**config.mk**
```make
export PLATFORM = sky130hd
export DESIGN_NAME = sps_stepper_phase_sequencer
export DESIGN_NICKNAME = d
export VERILOG_FILES = /design/src/core/sps_pkg.sv /design/src/core/sps_stepper_phase_sequencer.sv
export VERILOG_INCLUDE_DIRS = /design/src /design/src/core
export SDC_FILE = /design/constraint.sdc
export NUM_CORES = 1
export LEC_CHECK = 0
export ABC_AREA = 1
export BUFFER_PORTS_ARGS = -buffer_cell sky130_fd_sc_hd__buf_2
export CORE_MARGIN = 1.5
export CORE_UTILIZATION = 32
export CTS_BUF_LIST = sky130_fd_sc_hd__clkbuf_2 sky130_fd_sc_hd__clkbuf_4 sky130_fd_sc_hd__clkbuf_8
export CTS_CLUSTER_SIZE = 28
export DETAILED_ROUTE_END_ITERATION = 10
export SETUP_SLACK_MARGIN = 0.05
export SLEW_MARGIN = 25
export SYNTH_ARGS = -nofsm -noshare
export SYNTH_HDL_FRONTEND = slang
export SYNTH_SLANG_ARGS = --single-unit
```
**constraint.sdc**
```tcl
create_clock -name clk -period 2.1 [get_ports clk]
set_input_delay 0.42 -clock clk [delete_from_list [all_inputs] [get_ports clk]]
set_output_delay 0.42 -clock clk [all_outputs]
set_load 0.02 [all_outputs]
```
**src/core/sps_consts.svh**
```systemverilog
// Constants of the stepper phase sequencer: states and protection codes.
// Assumes inclusion by its bare name from the package and design files.
`ifndef SPS_CONSTS_SVH
`define SPS_CONSTS_SVH
`define SPS_STATE_W      3
`define SPS_STATE_RESET  3'h0
`define SPS_TEMP_W       8
`define SPS_TEMP_TRIP    8'ha5
`define SPS_TEMP_HYST    8'h0f
`define SPS_INT_W        3
`define SPS_INT_STEP     0
`define SPS_INT_OCD      1
`define SPS_INT_THERM    2
`define SPS_ADDR_W       2
`define SPS_ADDR_STATUS  2'h0
`define SPS_ADDR_MASK    2'h1
`define SPS_ADDR_STATE   2'h2
`define SPS_ADDR_TEMP    2'h3
`endif

```
**src/core/sps_pkg.sv**
```systemverilog
// Types of the stepper phase sequencer.
// Assumes sps_consts.svh is available on the include path.
`include "sps_consts.svh"
package sps_pkg;
  // Bridge command for both windings
  typedef struct packed {
    logic en_a;   // Bridge A enable
    logic ph_a;   // Bridge A polarity
    logic en_b;   // Bridge B enable
    logic ph_b;   // Bridge B polarity
  } sps_bridge_t;
endpackage

```
**src/core/sps_stepper_phase_sequencer.sv**
```systemverilog
// Phase sequencer with overcurrent and thermal shutdown, register port.
// Assumes pins from the motion controller are asynchronous to clk and
// an external RC on the enable pin; pin level sampled via sync.
//
// Design decisions made here: the strobed register port and the register addresses.
`include "sps_consts.svh"
module sps_stepper_phase_sequencer (
  input  wire logic                     clk,          // 100 MHz clock
  input  wire logic                     nrst,         // Async reset, low
  input  wire logic                     step_clk,     // Step pin
  input  wire logic                     rotation_direction, // 1 forward
  input  wire logic                     half_full,    // 1 half step
  input  wire logic                     seq_rst_n,    // Sequencer reset pin
  input  wire logic [1:0]               overcurrent_detector, // Per bridge
  input  wire logic [`SPS_TEMP_W-1:0]   junction_temp,// Sensor code, degC
  input  wire logic                     en_pin_in,    // Enable pin level
  output logic                          en_pin_out,   // Enable pin drive
  output logic                          en_pin_oe,    // Pull-down active
  output sps_pkg::sps_bridge_t          bridge,       // Bridge commands
  input  wire logic [`SPS_ADDR_W-1:0]   addr,         // Register address
  input  wire logic [7:0]               wdata,        // Write data
  input  wire logic                     wr,           // Write strobe
  input  wire logic                     rd,           // Read strobe
  output logic [7:0]                    rdata,        // Read data
  output logic                          irq           // Level interrupt
);

  // Synchroniser chains for all pins; stage 0 read only by stage 1
  logic [6:0] sync0_reg;      // First stage
  logic [6:0] sync1_reg;      // Second stage
  logic [6:0] sync_in;        // Raw pin vector
  logic       step_d_reg;     // Step level delayed for edge detect
  logic [`SPS_TEMP_W-1:0] temp0_reg; // Temp first stage
  logic [`SPS_TEMP_W-1:0] temp1_reg; // Temp second stage
  logic [`SPS_TEMP_W-1:0] temp2_reg; // Temp third stage, for compare
  logic [`SPS_TEMP_W-1:0] temp_s_reg;  // Accepted temperature code
  logic [`SPS_TEMP_W-1:0] temp_s_next; // Next accepted code

  assign sync_in = {en_pin_in, overcurrent_detector, seq_rst_n,
                    half_full, rotation_direction, step_clk};

  // Two-flop synchronisers; temp word also passes a stability filter
  always_ff @(posedge clk or negedge nrst) begin
    if (!nrst) begin
      sync0_reg  <= 7'h00;
      sync1_reg  <= 7'h00;
      step_d_reg <= 1'b0;
      temp0_reg  <= 8'h00;
      temp1_reg  <= 8'h00;
      temp2_reg  <= 8'h00;
      temp_s_reg <= 8'h00;
    end else begin
      sync0_reg  <= sync_in;
      sync1_reg  <= sync0_reg;
      step_d_reg <= sync1_reg[0];
      temp0_reg  <= junction_temp;
      temp1_reg  <= temp0_reg;
      temp2_reg  <= temp1_reg;
      temp_s_reg <= temp_s_next;
    end
  end

  // Bits of the temp word may land in different cycles; accept a word
  // only once it has stood unchanged for two samples
  always_comb begin
    temp_s_next = temp_s_reg;
    if (temp1_reg == temp2_reg) begin
      temp_s_next = temp1_reg;
    end
  end

  logic s_dir;      // Synced direction
  logic s_half;     // Synced half/full select
  logic s_rst_n;    // Synced sequencer reset
  logic s_ocd;      // Any bridge over current
  logic s_en_pin;   // Synced enable pin level
  logic step_rise;  // One-cycle step edge
  assign s_dir     = sync1_reg[1];
  assign s_half    = sync1_reg[2];
  assign s_rst_n   = sync1_reg[3];
  assign s_ocd     = |sync1_reg[5:4];
  assign s_en_pin  = sync1_reg[6];
  assign step_rise = sync1_reg[0] & ~step_d_reg;

  // Index 0..7 stands for documented state 1..8
  logic [`SPS_STATE_W-1:0] state_reg;   // Current state index
  logic [`SPS_STATE_W-1:0] state_next;  // Next state index
  logic                    therm_reg;   // Thermal shutdown latched
  logic                    therm_next;  // Next thermal flag
  logic                    en_out_reg;  // Pull-down request
  logic                    en_out_next; // Next pull-down request

  // Step size 1 in half step; 2 in full step keeps parity, so odd
  // states stay normal drive and even states stay wave drive
  function automatic logic [`SPS_STATE_W-1:0] step_to(
    input logic [`SPS_STATE_W-1:0] cur,
    input logic                    fwd,
    input logic                    half);
    logic [`SPS_STATE_W-1:0] inc;
    inc = half ? 3'h1 : 3'h2;
    step_to = fwd ? cur + inc : cur - inc; // Wraps modulo eight
  endfunction

  // Sequencer, thermal hysteresis and overcurrent pull-down
  always_comb begin
    state_next  = state_reg;
    therm_next  = therm_reg;
    en_out_next = s_ocd;
    if (!s_rst_n) begin
      state_next = `SPS_STATE_RESET;
    end else if (step_rise) begin
      state_next = step_to(state_reg, s_dir, s_half);
    end
    if (temp_s_reg >= `SPS_TEMP_TRIP) begin
      therm_next = 1'b1;
    end else if (temp_s_reg <= `SPS_TEMP_TRIP - `SPS_TEMP_HYST) begin
      therm_next = 1'b0;
    end
  end

  always_ff @(posedge clk or negedge nrst) begin
    if (!nrst) begin
      state_reg  <= `SPS_STATE_RESET;
      therm_reg  <= 1'b0;
      en_out_reg <= 1'b0;
    end else begin
      state_reg  <= state_next;
      therm_reg  <= therm_next;
      en_out_reg <= en_out_next;
    end
  end

  // Open drain: drive low only while overcurrent is present
  assign en_pin_out = 1'b0;
  assign en_pin_oe  = en_out_reg;

  // Phase table by index; odd documented states have both phases on
  function automatic sps_pkg::sps_bridge_t phase_of(
    input logic [`SPS_STATE_W-1:0] s);
    sps_pkg::sps_bridge_t b;
    b = '{en_a: 1'b1, ph_a: 1'b1, en_b: 1'b1, ph_b: 1'b1};
    case (s)
      3'h0: b = '{en_a: 1'b1, ph_a: 1'b1, en_b: 1'b1, ph_b: 1'b1};
      3'h1: b = '{en_a: 1'b0, ph_a: 1'b1, en_b: 1'b1, ph_b: 1'b1};
      3'h2: b = '{en_a: 1'b1, ph_a: 1'b0, en_b: 1'b1, ph_b: 1'b1};
      3'h3: b = '{en_a: 1'b1, ph_a: 1'b0, en_b: 1'b0, ph_b: 1'b1};
      3'h4: b = '{en_a: 1'b1, ph_a: 1'b0, en_b: 1'b1, ph_b: 1'b0};
      3'h5: b = '{en_a: 1'b0, ph_a: 1'b0, en_b: 1'b1, ph_b: 1'b0};
      3'h6: b = '{en_a: 1'b1, ph_a: 1'b1, en_b: 1'b1, ph_b: 1'b0};
      default: b = '{en_a: 1'b1, ph_a: 1'b1, en_b: 1'b0, ph_b: 1'b0};
    endcase
    phase_of = b;
  endfunction

  // Bridge command registered; any protection or low pin forces off
  sps_pkg::sps_bridge_t bridge_reg;   // Output register
  sps_pkg::sps_bridge_t bridge_next;  // Next command
  logic                 off;          // Forced-off condition
  always_comb begin
    off         = therm_reg | en_out_reg | ~s_en_pin;
    bridge_next = phase_of(state_reg);
    if (off) begin
      bridge_next.en_a = 1'b0;
      bridge_next.en_b = 1'b0;
    end
  end

  always_ff @(posedge clk or negedge nrst) begin
    if (!nrst) bridge_reg <= '0;
    else       bridge_reg <= bridge_next;
  end
  assign bridge = bridge_reg;

  // Register port: sticky status, mask, state and temperature readback
  logic [`SPS_INT_W-1:0] stat_reg;   // Sticky events
  logic [`SPS_INT_W-1:0] stat_next;
  logic [`SPS_INT_W-1:0] mask_reg;   // Interrupt mask
  logic [`SPS_INT_W-1:0] mask_next;
  logic [7:0]            rdata_reg;  // Read data
  logic [7:0]            rdata_next;
  logic                  irq_reg;    // Interrupt output
  logic                  irq_next;
  logic [`SPS_INT_W-1:0] ev;         // Events this cycle

  always_comb begin
    ev = '0;
    ev[`SPS_INT_STEP]  = step_rise & s_rst_n;
    ev[`SPS_INT_OCD]   = en_out_next & ~en_out_reg;
    ev[`SPS_INT_THERM] = therm_next & ~therm_reg;
    stat_next  = stat_reg;
    mask_next  = mask_reg;
    rdata_next = 8'h00;
    if (rd) begin
      if (addr == `SPS_ADDR_STATUS) begin
        rdata_next = {5'h00, stat_reg};
        stat_next  = '0;                 // Read clears
      end else if (addr == `SPS_ADDR_MASK) begin
        rdata_next = {5'h00, mask_reg};
      end else if (addr == `SPS_ADDR_STATE) begin
        rdata_next = {3'h0, therm_reg, en_out_reg, state_reg};
      end else begin
        rdata_next = temp_s_reg;
      end
    end
    if (wr && addr == `SPS_ADDR_MASK) begin
      mask_next = wdata[`SPS_INT_W-1:0];
    end
    stat_next = stat_next | ev;          // Set wins over clear
    irq_next  = |(stat_next & mask_next);
  end

  always_ff @(posedge clk or negedge nrst) begin
    if (!nrst) begin
      stat_reg  <= '0;
      mask_reg  <= '0;
      rdata_reg <= 8'h00;
      irq_reg   <= 1'b0;
    end else begin
      stat_reg  <= stat_next;
      mask_reg  <= mask_next;
      rdata_reg <= rdata_next;
      irq_reg   <= irq_next;
    end
  end
  assign rdata = rdata_reg;
  assign irq   = irq_reg;

endmodule

```
**Word-level counts from Yosys, hierarchy flattened**

Cells that the tools add are included.

- Register bits after elaboration: 71
- Input bits: 29

- $add $sub $neg: 2
- Eq/ne operators: 10
- Multiplexer cells: 16
- Reductions and logical operators: 5
- Bitwise logic cells: 12
- Magnitude comparators: 2

Operators with widths:

| kind | count |
|---|---|
| two-way mux 8 bit | 4 |
| one-hot mux 4 bit (7 select lines) | 1 |
| two-way mux 3 bit | 6 |
| equality test 3 bit (second input constant) | 3 |
| equality test 8 bit | 1 |
| greater-or-equal comparator 8 bit (second input constant) | 1 |
| less-or-equal comparator 8 bit (second input constant) | 1 |
| equality test 3 x 2 -> 1 bit (second input constant) | 2 |
| AND 1 bit | 4 |
| two-way mux 1 bit | 4 |
| NOT 1 bit | 4 |
| adder 3 x 2 -> 3 bit | 1 |
| AND 3 bit | 1 |
| equality test 3 x 1 -> 1 bit (second input constant) | 1 |
| logical NOT 3 bit | 1 |
| OR 3 bit | 1 |
| OR reduction 3 bit | 1 |
| subtractor 3 x 2 -> 3 bit | 1 |
| equality test 2 x 1 -> 1 bit (second input constant) | 1 |
| equality test 2 bit (second input constant) | 1 |
| logical NOT 2 bit | 1 |
| two-way mux 2 bit | 1 |
| != test 2 x 1 -> 1 bit (second input constant) | 1 |
| OR 1 bit | 2 |
| other kinds (2) | 2 |

**Depth between registers and ports, before layout**

- Depth in word-level cells: 7
- Depth in mapped cells: 10

**Worst setup path before layout**

No wires, ideal clock.

- Kind: register to register
- Start: register state_reg[0]
- End: register state_reg[2]
- Stages on the path, launching flop included: 6
- Data arrival time: 1.117 ns
- Path buffers: 0
- Setup slack: 0.853 ns
- Library setup time: 0.130 ns
- Cell sequence: dfrtp_1 ha_1 inv_1 fa_1 xor2_1 o22ai_1

- Cells in the longest elaborated chain, start to end: 4
- Elaborated cells between the ends (all ways): 5
- Classes of those cells: 2 x add/sub; 3 x mux

Ends and longest elaborated chain:

| what | RTL line | text |
|---|---|---|
| from (decl) | sps_stepper_phase_sequencer.sv:86 | `` logic [`SPS_STATE_W-1:0] state_reg; `` |
| from (signal assigned) | sps_stepper_phase_sequencer.sv:123 | `` state_reg <= `SPS_STATE_RESET; `` |
| from (signal assigned) | sps_stepper_phase_sequencer.sv:127 | `state_reg <= state_next;` |
| subtractor 3 x 2 -> 3 bit or adder 3 x 2 -> 3 bit (tied branches) | sps_stepper_phase_sequencer.sv:101 | `step_to = fwd ? cur + inc : cur - inc;` |
| two-way mux 3 bit (*) | sps_stepper_phase_sequencer.sv:101 |  |
| two-way mux 3 bit (*) | sps_stepper_phase_sequencer.sv:111 | `end else if (step_rise) begin` |
| two-way mux 3 bit (*) | sps_stepper_phase_sequencer.sv:109 | `if (!s_rst_n) begin` |

Mark *: on every way between the ends. The rest lies on a longest branch, timed or not. The select of a mux whose other input is x is not followed.
A chain may end at the register's enable or synchronous reset.

**Worst setup path in the final report**

Ends and elaborated chain as after synthesis.

==> metrics.yaml <==
status:
  outcome: "finished, final reports clean"
power:
  p_leak_nw: 1.49
  clock_power_share_pct: 37.4
  swShare_pct: 25.1
  pwr-share-comb_pct: 9.3
  power.share.sequential_pct: 53.3
  vdd_drop_max_mv: 0.521
  power_density_nw_per_um2: 940
  p_sw_uw: 720
  p_int_mw: 2.15
  total_power_mw: 2.87
timing:
  fin_skew_ns: 0.00997
  finalSetupViolCount: 0
  fin_crit_ns: 1.35
  fin_crit_sh_pct: 64.1
  drv_slew: 0
  hold_violations: 0
  rsz0062_at_grt: "no"
  setup-tns-final_ns: 0
  fmaxAchievable_ghz: 0.742
floorplanning:
  dieArea_um2: 8440
  row_count: 32
  initial_utilization_pct: 32.9
  dieHeight_um: 91.9
  core_um2: 7690
  io_pins: 44
  fp.dieW_um: 91.9
cts:
  cts_htree_levels: 3
  numCtsBuffers: 9
  cts.clk_slew.worst_paths_ns: 0.07
  cts_setup_buffers: 0
  cts_tree: "built"
  clk_path_buf_depth: 2
  cts_resized: 0
  cts.sink_count: 71
  cts_hold_buf: 0
  cts_root_buf: "clkbuf_8"
  clock_latency_ns: 0.34
detailed_routing:
  dr.first_iter.drc_count: 57
  wl_per_cell_um: 10.3
  vias_per_cell: 4.12
  drt_pass1_iterations: 4
  vias: 1542
  ant_nets: 0
  drc: 0
  routed_wl_um: 3850
setup_path:
  rr_endpoint: "state_reg[2]"
  critPathKind: "reg -> reg"
  slowest_stage: "dfrtp_1"
  end_kind: "flip-flop"
  r2r_start: "state_reg[0]"
  critPathMaxStageDelay_ns: 0.40
  crit_arrival_ns: 1.57
  path_cells: "ha_1 -> inv_1 -> fa_1 -> xor2_1 -> o22ai_1"
  cp-start-kind: "flip-flop"
  crit_required_ns: 2.32
  r2r_cells: 5
  r2r_setup_slack_ns: 0.75
  crit_fanout: 4
synth:
  seq_area_frac_synth_pct: 70.3
  ys_warn_count: 0
  synthDistinctLibCells: 26
  syn_nets: 250
  synth_area_um2: 2530
  synth_cells: 219
  ys_ff_latch: 71
  synth.avg_cell_area_um2: 11.5
finish:
  nNetsFinal: 298
  area_delta_synth_final_pct: 21.0
  drive_above_1_share_pct: 24.3
  num-fill-cells: 800
  insertedDiodeCount: 0
placed_design:
  place_congestion: 0.820
  dp_hpwl_um: 2800
  io_buffers: 37
global_route:
  grt_overflow_total: 0
  antenna_found_initial: 0
  grt_max_degree: 52
  grt_pass1_vias: 1470
  gr-usage-all-layers_pct: 10.3
  grt_pass1_wl_um: 6660
hold_path:
  hold_path.class: "in -> async"
job:
  maxCapViolCount: 0
-- worst max-delay path by stage --
stage / startpoint / to / slack, ns / cells past startpoint
after floorplan: state_reg[0] / state_reg[2] / 0.85 / 5
after global placement: addr[0] / irq / 0.76 / 11
after detailed placement: addr[0] / irq / 0.74 / 11
after CTS: en_pin_oe / en_pin_oe / 0.75 / 1
after global routing: temp1_reg[1] / temp_s_reg[7] / 0.65 / 6
final: state_reg[0] / state_reg[2] / 0.75 / 5
-- layout by cell type, fill, tap and decap left out, drive strengths merged --
cell type	n
nor2	10
fa	1
dfrtp	71
conb	1
nand3	12
a21oi	8
o22ai	2
xor2	1
clkbuf	10
o211ai	3
bufinv	1
o21bai	1
inv	26
ha	1
a211oi	1
clkinvlp	2
buf	38
or2	1
o21ai	16
clkinv	2
nand2	54
xnor2	10
-- through the flow --
stage          util, %  setup WS (ns)  hold WS [ns]  area (µm²)  instances
5_1_grt           39.8          0.648        0.0270        3060        374
2_1_floorplan        -          0.853         0.124        2530        219
6_report          39.8          0.753        0.0176        3060        374
3_5_place_dp      37.1          0.739         0.335        2850        358
3_3_place_gp      37.1          0.765         0.333        2850        358
4_1_cts           39.8          0.751        0.0148        3060        374
-- per-layer routing --
layer,global-route usage [%],up-vias,wire (µm)
met4,4.49,0,71
met2,14.4,46,1680
li1,-,783,-
met5,0,-,0
met1,13.4,704,1850
met3,5.22,9,247
-- area by class of cell --
cell class	instances	area, µm²	area share, %
clock buffers	10	138	4.50
flip-flops and latches	71	1780	58.1
well taps	102	128	4.17
multi-input cells	122	647	21.2
repair buffers	38	205	6.71
inverters	25	96.3	3.15
clock inverters	6	67.6	2.21
-- synth_stat cells --
master / n / share of area, %
dfrtp_1: 71 / 70
nand2_1: 50 / 7.4
inv_1: 22 / 3.3
o21ai_0: 14 / 2.8
nand3_1: 11 / 2.2
xnor2_1: 10 / 3.5
a21oi_1: 8 / 1.6
nor2_1: 7 / 1.0
nand2_2: 3 / 0.74
o211ai_1: 3 / 0.89
inv_2: 2 / 0.30
nor2_4: 2 / 0.89
o21ai_1: 2 / 0.40
o22ai_1: 2 / 0.49
a211oi_1: 1 / 0.30
buf_4: 1 / 0.30
conb_1: 1 / 0.15
fa_1: 1 / 0.79
ha_1: 1 / 0.49
inv_4: 1 / 0.25
nand2_4: 1 / 0.45
nand3_2: 1 / 0.40
nor2_2: 1 / 0.25
o21bai_1: 1 / 0.30
or2_2: 1 / 0.25
xor2_1: 1 / 0.35
-- power by group through the flow --
stage                     registers [mW]  clock network (mW)  logic, mW
after floorplan                     1.57                   0      0.147
after global placement              1.56                   0      0.266
after detailed placement            1.56                   0      0.271
after CTS                           1.53                1.11      0.273
after global routing                1.55                1.17      0.309
final                               1.53                1.08      0.267
-- critical path: cells and delay by family, from the launching register on --
kind            cells  cell delay, ns
fa+ha+maj           2            0.54
buf+inv             1            0.04
flops               1            0.40
xor+xnor            1            0.17
compound gates      1            0.08
-- cell families (layout without fill, tap and decap cells) --
group                      count (synthesis)  count (layout)  synth area share [%]
AOI/OAI and AO/OA                         31              31                  6.73
xor gates and xnor gates                  11              11                  3.81
adders and majority gates                  2               2                  1.29
buffers and inverters                     26              79                  4.11
DFF                                       71              71                  70.3
other                                      1               1                 0.148
and+or+nand+nor                           77              77                  13.6
Note: power is estimated with default switching activity, not from simulation.
